`config.mk`:
```
export PLATFORM = sky130hd
export DESIGN_NAME = flash_cmd_dev_flat
export DESIGN_NICKNAME = d
export VERILOG_FILES = /design/src/design/flash_cmd_pkg.sv /design/src/design/flash_link_if.sv /design/src/design/flash_cmd_dev.sv /design/src/flat_wrapper.sv
export SDC_FILE = /design/constraint.sdc
export NUM_CORES = 1
export LEC_CHECK = 0
export BUFFER_PORTS_ARGS = -buffer_cell sky130_fd_sc_hd__buf_2
export CAP_MARGIN = 20
export CORE_UTILIZATION = 45
export DETAILED_ROUTE_END_ITERATION = 8
export GPL_ROUTABILITY_DRIVEN = 0
export GPL_TIMING_DRIVEN = 1
export SYNTH_ARGS = -nofsm -noshare
export SYNTH_HDL_FRONTEND = slang
export SYNTH_SLANG_ARGS = --single-unit
```
`constraint.sdc`:
```
create_clock -name clk -period 2.7 [get_ports clk]
set_clock_uncertainty 0.05 [all_clocks]
set_input_delay 0.27 -clock clk [delete_from_list [all_inputs] [get_ports clk]]
set_output_delay 0.27 -clock clk [all_outputs]
set_load 0.03 [all_outputs]
```
`src/design/flash_cmd_pkg.sv`:
```
// Opcodes, command groups and decode helpers shared by both link ends
`default_nettype none
package flash_cmd_pkg;

  // ==========================================================
  // Opcodes
  localparam logic [7:0] OP_PAGE_RD = 8'hd2;
  localparam logic [7:0] OP_CONT_RD_ALT = 8'he8;
  localparam logic [7:0] OP_CONT_RD_LF = 8'h03;
  localparam logic [7:0] OP_CONT_RD_HF = 8'h0b;
  localparam logic [7:0] OP_BUF1_RD_LF = 8'hd1;
  localparam logic [7:0] OP_BUF2_RD_LF = 8'hd3;
  localparam logic [7:0] OP_BUF1_RD = 8'hd4;
  localparam logic [7:0] OP_BUF2_RD = 8'hd6;
  localparam logic [7:0] OP_BUF1_WR = 8'h84;
  localparam logic [7:0] OP_BUF2_WR = 8'h87;
  localparam logic [7:0] OP_BUF1_PGM_ERS = 8'h83;
  localparam logic [7:0] OP_BUF2_PGM_ERS = 8'h86;
  localparam logic [7:0] OP_BUF1_PGM = 8'h88;
  localparam logic [7:0] OP_BUF2_PGM = 8'h89;
  localparam logic [7:0] OP_PAGE_ERS = 8'h81;
  localparam logic [7:0] OP_BLOCK_ERS = 8'h50;
  localparam logic [7:0] OP_SECTOR_ERS = 8'h7c;
  localparam logic [7:0] OP_CHIP_ERS = 8'hc7;
  localparam logic [7:0] CHIP_ERS_B2 = 8'h94;
  localparam logic [7:0] CHIP_ERS_B3 = 8'h80;
  localparam logic [7:0] CHIP_ERS_B4 = 8'h9a;
  localparam logic [7:0] OP_THRU_BUF1 = 8'h82;
  localparam logic [7:0] OP_THRU_BUF2 = 8'h85;
  localparam logic [7:0] OP_PROT_SEQ = 8'h3d;
  localparam logic [7:0] PROT_SEQ_B2 = 8'h2a;
  localparam logic [7:0] PROT_SEQ_B3 = 8'h7f;
  localparam logic [7:0] PROT_EN = 8'ha9;
  localparam logic [7:0] PROT_DIS = 8'h9a;
  localparam logic [7:0] PROT_ERS = 8'hcf;
  localparam logic [7:0] PROT_PGM = 8'hfc;
  localparam logic [7:0] PROT_LOCK = 8'h30;
  localparam logic [7:0] OP_RD_PROT = 8'h32;
  localparam logic [7:0] OP_RD_LOCK = 8'h35;
  localparam logic [7:0] OP_SEC_PGM = 8'h9b;
  localparam logic [7:0] SEC_PGM_PAD = 8'h00;
  localparam logic [7:0] OP_RD_SEC = 8'h77;
  localparam logic [7:0] OP_XFER_BUF1 = 8'h53;
  localparam logic [7:0] OP_XFER_BUF2 = 8'h55;
  localparam logic [7:0] OP_CMP_BUF1 = 8'h60;
  localparam logic [7:0] OP_CMP_BUF2 = 8'h61;
  localparam logic [7:0] OP_REWR_BUF1 = 8'h58;
  localparam logic [7:0] OP_REWR_BUF2 = 8'h59;
  localparam logic [7:0] OP_PWR_DOWN = 8'hb9;
  localparam logic [7:0] OP_PWR_UP = 8'hab;
  localparam logic [7:0] OP_STATUS = 8'hd7;
  localparam logic [7:0] OP_ID = 8'h9f;
  localparam logic [7:0] OP_BUF1_RD_OLD = 8'h54;
  localparam logic [7:0] OP_BUF2_RD_OLD = 8'h56;
  localparam logic [7:0] OP_PAGE_RD_OLD = 8'h52;
  localparam logic [7:0] OP_CONT_RD_OLD = 8'h68;
  localparam logic [7:0] OP_STATUS_OLD = 8'h57;

  // ==========================================================
  // Address layout and timing
  localparam int ADDR_W = 19;
  localparam logic [3:0] HDR_LONG = 4'h4;
  localparam logic [3:0] HDR_SHORT = 4'h1;
  localparam logic [18:0] MASK_FULL = 19'h7ffff;
  localparam logic [18:0] MASK_BLOCK = 19'h7f800;
  localparam logic [18:0] MASK_PAGE = 19'h7ff00;
  localparam logic [18:0] MASK_SECTOR = 19'h70000;
  localparam logic [18:0] MASK_NONE = 19'h00000;
  localparam int SCK_HALF_CYC = 8;

  typedef enum logic [2:0] {
    GRP_NONE = 3'b000,
    GRP_ARRAY_RD = 3'b001,
    GRP_SELF_TIMED = 3'b010,
    GRP_CONCURRENT = 3'b011,
    GRP_PROTECT = 3'b100,
    GRP_OTHER = 3'b101
  } cmd_grp_t;

  // ==========================================================
  // Decode helpers
  function automatic cmd_grp_t cmd_group(input logic [7:0] op, input logic [7:0] fin);
    case (op)
      OP_PAGE_RD, OP_CONT_RD_ALT, OP_CONT_RD_LF, OP_CONT_RD_HF, OP_PAGE_RD_OLD,
      OP_CONT_RD_OLD, OP_RD_PROT, OP_RD_LOCK, OP_RD_SEC:
        return GRP_ARRAY_RD;
      OP_PAGE_ERS, OP_BLOCK_ERS, OP_SECTOR_ERS, OP_XFER_BUF1, OP_XFER_BUF2,
      OP_CMP_BUF1, OP_CMP_BUF2, OP_BUF1_PGM_ERS, OP_BUF2_PGM_ERS, OP_BUF1_PGM,
      OP_BUF2_PGM, OP_THRU_BUF1, OP_THRU_BUF2, OP_REWR_BUF1, OP_REWR_BUF2:
        return GRP_SELF_TIMED;
      OP_CHIP_ERS:
        return (fin == CHIP_ERS_B4) ? GRP_SELF_TIMED : GRP_NONE;
      OP_BUF1_RD_LF, OP_BUF2_RD_LF, OP_BUF1_RD, OP_BUF2_RD, OP_BUF1_RD_OLD,
      OP_BUF2_RD_OLD, OP_BUF1_WR, OP_BUF2_WR, OP_STATUS, OP_STATUS_OLD, OP_ID:
        return GRP_CONCURRENT;
      OP_PROT_SEQ:
        case (fin)
          PROT_ERS, PROT_PGM, PROT_LOCK: return GRP_PROTECT;
          PROT_EN, PROT_DIS: return GRP_OTHER;
          default: return GRP_NONE;
        endcase
      OP_SEC_PGM:
        return (fin == SEC_PGM_PAD) ? GRP_PROTECT : GRP_NONE;
      OP_PWR_DOWN, OP_PWR_UP:
        return GRP_OTHER;
      default:
        return GRP_NONE;
    endcase
  endfunction

  // Multi-byte commands carry fixed second and third bytes
  function automatic logic cmd_is_seq(input logic [7:0] op);
    return (op == OP_PROT_SEQ) || (op == OP_CHIP_ERS) || (op == OP_SEC_PGM);
  endfunction

  function automatic logic [15:0] seq_mid(input logic [7:0] op);
    case (op)
      OP_PROT_SEQ: return {PROT_SEQ_B2, PROT_SEQ_B3};
      OP_CHIP_ERS: return {CHIP_ERS_B2, CHIP_ERS_B3};
      OP_SEC_PGM: return {SEC_PGM_PAD, SEC_PGM_PAD};
      default: return 16'h0000;
    endcase
  endfunction

  function automatic logic cmd_has_addr(input logic [7:0] op);
    case (op)
      OP_ID, OP_PWR_DOWN, OP_PWR_UP, OP_STATUS, OP_STATUS_OLD,
      OP_PROT_SEQ, OP_CHIP_ERS, OP_SEC_PGM:
        return 1'b0;
      default:
        return cmd_group(op, 8'h00) != GRP_NONE;
    endcase
  endfunction

  function automatic logic [3:0] cmd_dummy(input logic [7:0] op);
    case (op)
      OP_CONT_RD_HF, OP_BUF1_RD, OP_BUF2_RD: return 4'h1;
      OP_PAGE_RD, OP_CONT_RD_ALT: return 4'h4;
      default: return 4'h0;
    endcase
  endfunction

  // Header bytes the host shifts before any read data
  function automatic logic [3:0] cmd_hdr_len(input logic [7:0] op);
    if (cmd_is_seq(op))
      return HDR_LONG;
    if (cmd_has_addr(op))
      return HDR_LONG + cmd_dummy(op);
    return HDR_SHORT;
  endfunction

  function automatic logic [18:0] addr_mask(input logic [7:0] op);
    case (op)
      OP_BLOCK_ERS: return MASK_BLOCK;
      OP_PAGE_ERS, OP_XFER_BUF1, OP_XFER_BUF2, OP_CMP_BUF1, OP_CMP_BUF2,
      OP_REWR_BUF1, OP_REWR_BUF2: return MASK_PAGE;
      OP_SECTOR_ERS: return MASK_SECTOR;
      OP_RD_SEC: return MASK_NONE;
      default: return MASK_FULL;
    endcase
  endfunction

  // Which SRAM buffer a concurrent buffer access touches
  function automatic logic [1:0] cmd_buffer(input logic [7:0] op);
    case (op)
      OP_BUF1_RD_LF, OP_BUF1_RD, OP_BUF1_RD_OLD, OP_BUF1_WR: return 2'h1;
      OP_BUF2_RD_LF, OP_BUF2_RD, OP_BUF2_RD_OLD, OP_BUF2_WR: return 2'h2;
      default: return 2'h0;
    endcase
  endfunction

  function automatic logic cmd_is_status(input logic [7:0] op);
    return (op == OP_STATUS) || (op == OP_STATUS_OLD);
  endfunction

endpackage
`default_nettype wire

```
`src/design/flash_link_if.sv`:
```
// Serial link between the host controller and the flash command decoder
`timescale 1ns/1ps
`default_nettype none
interface flash_link_if;
  // Host driven pins
  logic cs_n;
  logic sck;
  logic si;
  // Device serial output and its enable
  logic so_o;
  logic so_oe;
  logic so;

  // Released output reads high, as through a pull-up
  assign so = so_oe ? so_o : 1'b1;

  modport host (output cs_n, output sck, output si, input so);
  modport dev (input cs_n, input sck, input si, output so_o, output so_oe);
endinterface
`default_nettype wire

```
`src/design/flash_cmd_dev.sv`:
```
// Device end: takes serial frames, decodes commands and polices concurrency
`timescale 1ns/1ps
`default_nettype none
module flash_cmd_dev
  import flash_cmd_pkg::*;
#(
  parameter int DEPTH = 2
)
(
  // Clock and reset
  input wire logic clk,
  input wire logic nrst,
  // Serial link
  flash_link_if.dev link,
  // Core busy state
  input wire logic array_busy,
  input wire logic protect_busy,
  // Byte returned on the serial output
  input wire logic [7:0] reply_byte,
  // Decoded command stream
  output logic cmd_valid,
  input wire logic cmd_ready,
  output logic [7:0] cmd_op,
  output logic [7:0] cmd_fin,
  output logic [ADDR_W-1:0] cmd_addr,
  output cmd_grp_t cmd_grp,
  output logic cmd_ok,
  output logic cmd_refused,
  output logic cmd_bad,
  // Status
  output logic overrun,
  output logic power_down
);

  localparam int DESC_W = 8 + 8 + ADDR_W + 3 + 3;
  localparam int CNT_W = $clog2(DEPTH + 1);

  // ==========================================================
  // Pin synchronisers
  logic cs_m_r, cs_s_r, cs_d_r;
  logic sck_m_r, sck_s_r, sck_d_r;
  logic si_m_r, si_s_r;

  always_ff @(posedge clk or negedge nrst)
  begin
    if (!nrst)
    begin
      cs_m_r <= 1'b1;
      cs_s_r <= 1'b1;
      cs_d_r <= 1'b1;
      sck_m_r <= 1'b0;
      sck_s_r <= 1'b0;
      sck_d_r <= 1'b0;
      si_m_r <= 1'b0;
      si_s_r <= 1'b0;
    end
    else
    begin
      cs_m_r <= link.cs_n;
      cs_s_r <= cs_m_r;
      cs_d_r <= cs_s_r;
      sck_m_r <= link.sck;
      sck_s_r <= sck_m_r;
      sck_d_r <= sck_s_r;
      si_m_r <= link.si;
      si_s_r <= si_m_r;
    end
  end

  // Edges seen on synchronised copies only
  wire in_frame_w = !cs_s_r;
  wire frame_start_w = cs_d_r && !cs_s_r;
  wire frame_end_w = !cs_d_r && cs_s_r;
  wire sck_rise_w = in_frame_w && !sck_d_r && sck_s_r;
  wire sck_fall_w = in_frame_w && sck_d_r && !sck_s_r;

  // ==========================================================
  // Bit capture: first four bytes, later bytes are data
  logic [31:0] cap_r;
  logic [5:0] bit_cnt_r;
  logic [2:0] bit_pos_r;

  always_ff @(posedge clk or negedge nrst)
  begin
    if (!nrst)
    begin
      cap_r <= 32'h0;
      bit_cnt_r <= 6'h00;
      bit_pos_r <= 3'h0;
    end
    else if (frame_start_w)
    begin
      cap_r <= 32'h0;
      bit_cnt_r <= 6'h00;
      bit_pos_r <= 3'h0;
    end
    else if (sck_rise_w)
    begin
      bit_pos_r <= bit_pos_r + 3'h1;
      if (!bit_cnt_r[5])
      begin
        cap_r[~bit_cnt_r[4:0]] <= si_s_r;
        bit_cnt_r <= bit_cnt_r + 6'h01;
      end
    end
  end

  // ==========================================================
  // Command decode at frame end
  logic dpd_r;
  cmd_grp_t grp_w;

  wire [7:0] op_w = cap_r[31:24];
  wire [15:0] mid_w = cap_r[23:8];
  wire [7:0] fin_w = cap_r[7:0];
  wire [2:0] nbytes_w = bit_cnt_r[5:3];
  wire seq_w = cmd_is_seq(op_w);
  wire [3:0] need_w = (seq_w || cmd_has_addr(op_w)) ? HDR_LONG : HDR_SHORT;
  assign grp_w = cmd_group(op_w, fin_w);
  wire mid_ok_w = !seq_w || (mid_w == seq_mid(op_w));
  wire short_w = {1'b0, nbytes_w} < need_w;
  wire bad_w = (grp_w == GRP_NONE) || short_w || !mid_ok_w;

  // Asleep only wake-up is honoured; status passes both busy checks
  wire ref_dpd_w = dpd_r && (op_w != OP_PWR_UP);
  wire ref_prot_w = protect_busy && !cmd_is_status(op_w);
  wire ref_arr_w = array_busy && (grp_w != GRP_CONCURRENT);
  wire refused_w = !bad_w && (ref_dpd_w || ref_prot_w || ref_arr_w);
  wire ok_w = !bad_w && !refused_w;
  wire [ADDR_W-1:0] addr_w = cap_r[ADDR_W-1:0] & addr_mask(op_w);
  wire [DESC_W-1:0] desc_w = {op_w, fin_w, addr_w, grp_w, ok_w, refused_w, bad_w};

  // Power-down state follows accepted commands only
  always_ff @(posedge clk or negedge nrst)
  begin
    if (!nrst)
      dpd_r <= 1'b0;
    else if (frame_end_w && ok_w && (op_w == OP_PWR_DOWN))
      dpd_r <= 1'b1;
    else if (frame_end_w && ok_w && (op_w == OP_PWR_UP))
      dpd_r <= 1'b0;
  end

  // ==========================================================
  // Holding slot and output buffer
  logic pend_v_r;
  logic [DESC_W-1:0] pend_r;
  logic [DESC_W-1:0] q_r [DEPTH];
  logic [CNT_W-1:0] cnt_r;
  logic overrun_r;

  wire pop_w = cmd_valid && cmd_ready;
  wire room_w = (32'(cnt_r) < DEPTH) || pop_w;
  wire push_w = pend_v_r && room_w;
  wire [CNT_W-1:0] cnt_left_w = cnt_r - CNT_W'(pop_w);
  wire [CNT_W-1:0] cnt_nxt = cnt_left_w + CNT_W'(push_w);

  // A frame may end while the slot still waits; that case is flagged unless a pop frees room in the same cycle
  always_ff @(posedge clk or negedge nrst)
  begin
    if (!nrst)
    begin
      pend_v_r <= 1'b0;
      pend_r <= '0;
      overrun_r <= 1'b0;
    end
    else
    begin
      overrun_r <= frame_end_w && pend_v_r && !push_w;
      if (frame_end_w)
      begin
        pend_v_r <= 1'b1;
        pend_r <= desc_w;
      end
      else if (push_w)
        pend_v_r <= 1'b0;
    end
  end

  // Shift buffer keeps the head in entry zero, so outputs are flops
  always_ff @(posedge clk or negedge nrst)
  begin
    if (!nrst)
    begin
      for (int i = 0; i < DEPTH; i++)
        q_r[i] <= '0;
      cnt_r <= '0;
      cmd_valid <= 1'b0;
    end
    else
    begin
      for (int i = 0; i < DEPTH; i++)
      begin
        if (push_w && (32'(cnt_left_w) == i))
          q_r[i] <= pend_r;
        else if (pop_w && (i < DEPTH - 1))
          q_r[i] <= q_r[(i + 1) % DEPTH];
      end
      cnt_r <= cnt_nxt;
      cmd_valid <= cnt_nxt != '0;
    end
  end

  assign cmd_op = q_r[0][DESC_W-1 -: 8];
  assign cmd_fin = q_r[0][DESC_W-9 -: 8];
  assign cmd_addr = q_r[0][ADDR_W+5 : 6];
  assign cmd_grp = cmd_grp_t'(q_r[0][5:3]);
  assign cmd_ok = q_r[0][2];
  assign cmd_refused = q_r[0][1];
  assign cmd_bad = q_r[0][0];
  assign overrun = overrun_r;
  assign power_down = dpd_r;

  // ==========================================================
  // Reply shifter: changes on falling clock, after the opcode
  logic [7:0] tx_r;
  logic so_r, so_oe_r;

  always_ff @(posedge clk or negedge nrst)
  begin
    if (!nrst)
    begin
      tx_r <= 8'h00;
      so_r <= 1'b0;
      so_oe_r <= 1'b0;
    end
    else
    begin
      so_oe_r <= in_frame_w && (bit_cnt_r >= 6'h08);
      if (sck_fall_w && (bit_cnt_r != 6'h00))
      begin
        if (bit_pos_r == 3'h0)
        begin
          so_r <= reply_byte[7];
          tx_r <= {reply_byte[6:0], 1'b0};
        end
        else
        begin
          so_r <= tx_r[7];
          tx_r <= {tx_r[6:0], 1'b0};
        end
      end
    end
  end

  assign link.so_o = so_r;
  assign link.so_oe = so_oe_r;

endmodule
`default_nettype wire

```
`src/flat_wrapper.sv`:
```
// flat-port wrapper written by rule: the top's interface ports become plain ports
module flash_cmd_dev_flat import flash_cmd_pkg::*;
#(
  parameter int DEPTH = 2
)
  (clk, nrst, array_busy, protect_busy, reply_byte, cmd_valid, cmd_ready, cmd_op, cmd_fin, cmd_addr, cmd_grp, cmd_ok, cmd_refused, cmd_bad, overrun, power_down, link_cs_n, link_sck, link_si, link_so_o, link_so_oe);
  flash_link_if link_i ();
  input wire logic clk;
  input wire logic nrst;
  input wire logic array_busy;
  input wire logic protect_busy;
  input wire logic [7:0] reply_byte;
  output logic cmd_valid;
  input wire logic cmd_ready;
  output logic [7:0] cmd_op;
  output logic [7:0] cmd_fin;
  output logic [ADDR_W-1:0] cmd_addr;
  output cmd_grp_t cmd_grp;
  output logic cmd_ok;
  output logic cmd_refused;
  output logic cmd_bad;
  output logic overrun;
  output logic power_down;
  input wire logic [$bits(link_i.cs_n)-1:0] link_cs_n;
  input wire logic [$bits(link_i.sck)-1:0] link_sck;
  input wire logic [$bits(link_i.si)-1:0] link_si;
  output wire logic [$bits(link_i.so_o)-1:0] link_so_o;
  output wire logic [$bits(link_i.so_oe)-1:0] link_so_oe;
  assign link_i.cs_n = link_cs_n;
  assign link_i.sck = link_sck;
  assign link_i.si = link_si;
  assign link_so_o = link_i.so_o;
  assign link_so_oe = link_i.so_oe;
  flash_cmd_dev #(.DEPTH(DEPTH)) u_core (.clk(clk), .nrst(nrst), .link(link_i), .array_busy(array_busy), .protect_busy(protect_busy), .reply_byte(reply_byte), .cmd_valid(cmd_valid), .cmd_ready(cmd_ready), .cmd_op(cmd_op), .cmd_fin(cmd_fin), .cmd_addr(cmd_addr), .cmd_grp(cmd_grp), .cmd_ok(cmd_ok), .cmd_refused(cmd_refused), .cmd_bad(cmd_bad), .overrun(overrun), .power_down(power_down));
endmodule
```
### Word level (Yosys, flattened, before mapping)

Cells that the tools add are included.

| storage, ports and cells | value |
|---|---|
| flip-flop bits (word level) | 188 |

| cells by class | value |
|---|---|
| multiplexer cells | 29 |
| $add $sub $neg | 4 |
| reduce and logical (&&, ||, !) cells | 63 |
| $lt $le $gt $ge | 5 |
| equal/unequal tests | 50 |
| bitwise gates (word level) | 2 |

Operators with widths:

| operator | number |
|---|---|
| == test 8 bit, second input constant | 25 |
| == test 8 x 7 -> 1 bit, second input constant | 14 |
| 2-to-1 mux 32 bit | 3 |
| 2-to-1 mux 41 bit | 2 |
| one-hot mux 19 bit (4 select lines) | 1 |
| bitwise mux 32 bit | 1 |
| == test 8 x 6 -> 1 bit, second input constant | 4 |
| one-hot mux 16 bit (2 select lines) | 1 |
| logical AND 1 bit | 23 |
| one-hot mux 3 bit (7 select lines) | 1 |
| bitwise AND 19 bit | 1 |
| 2-to-1 mux 6 bit | 3 |
| == test 16 bit | 1 |
| 2-to-1 mux 3 bit | 5 |
| one-hot mux 3 bit (5 select lines) | 1 |
| OR reduction 15 bit | 1 |
| OR reduction 11 bit | 1 |
| zero test 1 bit | 10 |
| logical OR 1 bit | 10 |
| nonzero test 2 bit | 5 |
| OR reduction 9 bit | 1 |
| == test 8 x 2 -> 1 bit, second input constant | 1 |
| == test 8 x 4 -> 1 bit, second input constant | 1 |
| zero test 8 bit | 1 |
| 28 further kinds | 36 |

### Longest topological paths before layout

| logic depth | value |
|---|---|
| word-level depth | 19 |
| gate-level depth with buffers | 13 |

### Least setup slack after synthesis

Ideal clock, no wire load.

| timing path | value |
|---|---|
| path kind | reg-to-reg |
| from | register u_core.cmd_valid |
| to | register u_core.q_r[10] in the netlist's numbering |
| cell stages (with the launch flop) | 10 |
| slack | -0.040 ns |
| buffers on the path | 3 |
| arrival time | 2.565 ns |
| cell sequence | dfrtp_1 nand2_1 clkbuf_1 inv_1 ha_1 xnor2_1 and3_1 clkbuf_1 buf_2 mux2_2 |

| on the way | value |
|---|---|
| longest elaborated chain between the ends | 4 |
| elaborated cells on any way between the ends | 6 |
| classes of those cells | add/sub (1); eq/ne (1); reduce/logical (4) |

Ends and longest elaborated chain:

| what | RTL line | RTL |
|---|---|---|
| start, declared | flash_cmd_dev.sv:21 | `output logic cmd_valid,` |
| start signal, assigned | flash_cmd_dev.sv:188 | `cmd_valid <= 1'b0;` |
| start signal, assigned | flash_cmd_dev.sv:200 | `cmd_valid <= cnt_nxt != '0;` |
| logical AND 1 bit (*) | flash_cmd_dev.sv:152 | `wire pop_w = cmd_valid && cmd_ready;` |
| subtractor 2 x 1 -> 2 bit / logical OR 1 bit (equally long branches) | flash_cmd_dev.sv:155, flash_cmd_dev.sv:153 |  |
| == test 2 x 1 -> 1 bit / logical AND 1 bit (equally long branches) | flash_cmd_dev.sv:194, flash_cmd_dev.sv:154 |  |
| logical AND 1 bit (*) | flash_cmd_dev.sv:194 | `if (push_w && (32'(cnt_left_w) == i))` |
| end signal, assigned by index | flash_cmd_dev.sv:195 | `q_r[i] <= pend_r;` |
| end signal, assigned by index | flash_cmd_dev.sv:197 | `q_r[i] <= q_r[(i + 1) % DEPTH];` |
| end, declared | flash_cmd_dev.sv:148 | `logic [DESC_W-1:0] q_r [DEPTH];` |

Every way passes the cells marked *; elsewhere a longest branch is shown, timed or not.
A chain may end at the register's enable or synchronous reset.

### Worst setup path after layout

| timing path | value |
|---|---|
| from | register u_core.cap_r[31] |
| to | register u_core.dpd_r, in the netlist u_core.power_down |

| on the way | value |
|---|---|
| longest elaborated chain between the ends | 18 |
| elaborated cells on any way between the ends | 81 |
| classes of those cells | order compare (1); eq/ne (43); mux (7); reduce/logical (30) |

Ends and longest elaborated chain:

| what | RTL line | RTL |
|---|---|---|
| start, declared | flash_cmd_dev.sv:79 | `logic [31:0] cap_r;` |
| start signal, assigned by index | flash_cmd_dev.sv:102 | `cap_r[~bit_cnt_r[4:0]] <= si_s_r;` |
| == test 8 bit, or another cell as far along | flash_cmd_pkg.sv:83 | `case (op)` |
| OR reduction 15 bit, or another cell as far along | flash_cmd_pkg.sv:83 |  |
| one-hot mux 3 bit (5 select lines) | flash_cmd_pkg.sv:83 |  |
| 2-to-1 mux 3 bit | flash_cmd_pkg.sv:126 | `case (op)` |
| nonzero test 3 bit | flash_cmd_pkg.sv:131 | `return cmd_group(op, 8'h00) != GRP_NONE;` |
| 2-to-1 mux 1 bit | flash_cmd_pkg.sv:126 |  |
| logical OR 1 bit | flash_cmd_dev.sv:118 | `wire [3:0] need_w = (seq_w \|\| cmd_has_addr(op_w)) ? HDR_LONG : HDR_SHORT;` |
| 2-to-1 mux 3 bit | flash_cmd_dev.sv:118 |  |
| < comparator 3 x 4 -> 1 bit | flash_cmd_dev.sv:121 | `wire short_w = {1'b0, nbytes_w} < need_w;` |
| logical OR 1 bit (2 in series) | flash_cmd_dev.sv:122 | `wire bad_w = (grp_w == GRP_NONE) \|\| short_w \|\| !mid_ok_w;` |
| zero test 1 bit | flash_cmd_dev.sv:128, flash_cmd_dev.sv:129 |  |
| logical AND 1 bit | flash_cmd_dev.sv:128 | `wire refused_w = !bad_w && (ref_dpd_w \|\| ref_prot_w \|\| ref_arr_w);` |
| zero test 1 bit | flash_cmd_dev.sv:129 | `wire ok_w = !bad_w && !refused_w;` |
| logical AND 1 bit | flash_cmd_dev.sv:129 |  |
| logical AND 1 bit | flash_cmd_dev.sv:138, flash_cmd_dev.sv:140 |  |
| logical AND 1 bit, on equally long branches | flash_cmd_dev.sv:138, flash_cmd_dev.sv:140 |  |
| 2-to-1 mux 1 bit / nonzero test 2 bit (equally long branches) | n/a |  |
| end signal, assigned | flash_cmd_dev.sv:137 | `dpd_r <= 1'b0;` |
| end signal, assigned | flash_cmd_dev.sv:139 | `dpd_r <= 1'b1;` |
| end signal, assigned | flash_cmd_dev.sv:141 | `dpd_r <= 1'b0;` |
| end, declared | flash_cmd_dev.sv:110 | `logic dpd_r;` |

Parallel ways exist; a longest one is shown, timed or not. The select of a mux whose other input is x is not followed.

==> qor.csv <==
stage;metric;value;unit
final_layout;ff_latch_area;4690;µm²
hold_path;hp-class;in -> reg;
global_routing;grt_pass1_vias;5942;
synthesis;yosysSeqAreaShare;52.8;%
run;maxCapViolations;0;
global_routing;grt_overflow_total;0;
final_layout;drive_gt1_share;23.3;%
critical_path;start_kind;flip-flop;
final_layout;area_delta_synth_final;15.6;%
sta;fin_crit_sh;99.8;%
synthesis;yosys_warnings;0;
detailed_routing;drtPass1Iterations;7;
clock_tree;numCtsBuffers;17;
detailed_routing;wl_met2;9000;µm
sta;tightest_slew;0.756;ns
sta;rsz0062_at_grt;yes;
critical_path;crit_path_max_fanout;7;
detailed_routing;via_per_inst;5.29;
floorplanning;std_cell_rows;50;
critical_path;crit_path_end_kind;flip-flop;
detailed_routing;avgRoutedWirePerCell;16.0;µm
sta;setup_viol;0;
outcome;status;finished clean;
floorplanning;boundaryPins;62;
synthesis;yosysTopAreaCell;dfrtp_1;
floorplanning;die_w;142;µm
synthesis;syn_inst;877;
synthesis;syn_nets;902;
power;power.density;708;nW/µm²
floorplanning;die_height;142;µm
synthesis;ys_types;64;
detailed_routing;postRouteAntennaNets;0;
placement;port_buffers;61;
clock_tree;htree_num_levels;4;
synthesis;ys_ff_latch;187;
critical_path;cp.arrival;2.96;ns
synthesis;synth.top_cell.area_share;51.9;%
detailed_routing;routed.top_layer;met4;
sta;fin_crit;2.69;ns
synthesis;yosysMostFrequentCell;dfrtp_1;
detailed_routing;drtIter0Drc;444;
power;p_total;7.27;mW
final_layout;multi_input_area;3730;µm²
critical_path;crit_type;reg -> reg;
placement;dp_hpwl;12800;µm
synthesis;synth_area_leaders;dfrtp_1 52%, mux2i_1 6.3%, nand2_1 5.5%;
synthesis;synth_edf_count;0;
sta;finalSetupTns;0;ns
floorplanning;floorplan.initialDensity;46.7;%
synthesis;syn_area;8870;µm²
detailed_routing;wl_met1;9310;µm
synthesis;synth_area_per_cell;10.1;µm²
clock_tree;cts_tree;yes;
floorplanning;core;19000;µm²
final_layout;nets;959;
sta;drv_slew;0;
synthesis;synthTopCellsByCount;184 x dfrtp_1, 129 x nand2_1, 82 x nor2_1;
power;p_leak;5.23;nW
sta;maxSlewHeadroom;49.6;%
clock_tree;worstSkewPairLatency;0.43;ns
clock_tree;clock-root-buffer;clkbuf_16;
synthesis;synthArstFlopShare;100;%
global_routing;grt_pass1_wl;31300;µm
floorplanning;fp.dieArea;20300;µm²
global_routing;grtUsageTotal;19.8;%
clock_tree;numClockSinks;187;
synthesis;synth_ff_type;dfrtp_1;
detailed_routing;wl;19200;µm
clock_tree;cts_buffer_depth;2;
final_layout;fill_cells;1715;
power;ir_drop;0.451;mV
placement;dp.cells;1156;
final_layout;final_cells;1206;
detailed_routing;routed-via-count;6376;
sta;clock.fmax;0.371;GHz
sta;hold_viol;0;
final_layout;diodes;0;
global_routing;grt_max_degree;69;
detailed_routing;wl_met3;801;µm
global_routing;antenna_found_initial;0;
clock_tree;path_clk_slew;0.07;ns
detailed_routing;post-route-drc-count;0;
critical_path;crit_required;2.96;ns
## kinds of logic (layout without fill, tap and decap cells)
| group | count (synthesis) | after routing | share of synthesized area (%) |
|---|---|---|---|
| simple gates | 333 | 333 | 18.0 |
| flops | 187 | 187 | 52.8 |
| compound gates | 140 | 140 | 9.35 |
| buf+inv | 103 | 172 | 6.27 |
| mux | 98 | 98 | 11.6 |
| fa+ha+maj | 9 | 9 | 1.27 |
| xor+xnor | 7 | 7 | 0.691 |
## metal layers
layer | vias to the layer above | global-route usage [%]
met5 | - | 0
met4 | 0 | 3.96
met3 | 10 | 4.00
met2 | 130 | 31.7
met1 | 3117 | 28.0
li1 | 3119 | -
## flip-flops by register name (all words and copies together) (netlist names), 2 cells and up
| register | flops |
|---|---|
| u_core.pend_r | 41 |
| u_core.q_r | 41 |
| u_core.cap_r | 32 |
| u_core.cmd_addr | 19 |
| u_core.cmd_fin | 8 |
| u_core.cmd_op | 8 |
| u_core.tx_r | 7 |
| u_core.bit_cnt_r | 6 |
| u_core.bit_pos_r | 3 |
| u_core.cmd_grp | 3 |
| u_core.cnt_r | 2 |
## final cells by class
type	instances	area share [%]
sequential	187	45.7
multi-input combinational	587	36.4
timing repair buffer	132	8.73
inverter	9	0.329
clock buffer	20	4.35
tap	260	3.17
clock inverter	11	1.29
## cells in the final DEF (no fill, tap or decap), types with 4 or more instances in the layout
| cell type | count |
|---|---|
| mux2_2 | 25 |
| nor3_1 | 8 |
| a22o_1 | 12 |
| o211ai_1 | 4 |
| nor4_1 | 4 |
| nor2b_1 | 10 |
| xor2_1 | 4 |
| nand2_1 | 127 |
| buf_4 | 62 |
| nand4_1 | 7 |
| buf_2 | 60 |
| nor4bb_1 | 5 |
| nand3_1 | 40 |
| nor2_1 | 82 |
| mux2_1 | 17 |
| o21ai_0 | 27 |
| dfrtp_2 | 8 |
| dfrtp_1 | 176 |
| ha_1 | 8 |
| mux2i_1 | 56 |
| inv_1 | 9 |
| a21oi_1 | 71 |
| dlygate4sd3_1 | 4 |
| clkbuf_16 | 17 |
| nand2b_1 | 6 |
## critical path, stage by stage, from the launching register on
cell	delay (ns)
dfrtp_2	0.45
buf_6	0.13
and3b_1	0.17
o2111ai_2	0.20
nand3_1	0.16
nor4_2	0.33
a21oi_1	0.10
nor2_1	0.10
ha_2	0.28
o21ai_2	0.14
nand4b_1	0.13
mux2_1	0.32
## worst paths after layout
check,from,to,slack (ns),cells past startpoint
min in group asynchronous,nrst,u_core.cnt_r[0],0.34,2
min,reply_byte[0],u_core.tx_r[1],0.02,3
max,u_core.cap_r[31],u_core.power_down,0.005,11
max in group asynchronous,nrst,u_core.cs_m_r,1.45,3
min reg2reg,u_core.sck_m_r,u_core.sck_s_r,0.30,0
max reg2reg,u_core.cap_r[31],u_core.power_down,0.005,11
## through the flow
stage / cell area [µm²] / worst slack [ns] / hold slack, ns / util, %
global placement: 9430 / -0.0383 / 0.266 / 49.6
floorplan: 8880 / 0.0231 / -0.0756 / -
detailed placement: 9430 / -0.0256 / 0.262 / 49.6
global route: 10300 / -0.137 / 0.0574 / 54.0
CTS: 10100 / 0.00341 / 0.0166 / 52.9
finish: 10300 / 0.00543 / 0.0239 / 54.0
## what timing repair did
action                                 4_1_cts  5_1_grt
pin swaps                                    1       11
buffers inserted                             1       14
resized for setup                            4       25
gates cloned                                 0        0
setup endpoints to repair                    2        4
endpoints found under the hold margin       67        0
hold buffers                                 4        0
## report_power, final
part / leakage [nW] / internal (mW) / switching, mW
Clock: 0.283 / 1.40 / 1.09
Combinational: 2.44 / 0.557 / 0.962
Sequential: 2.51 / 3.10 / 0.159
Total: 5.23 / 5.05 / 2.21
Power figures use the tool's default switching activity.
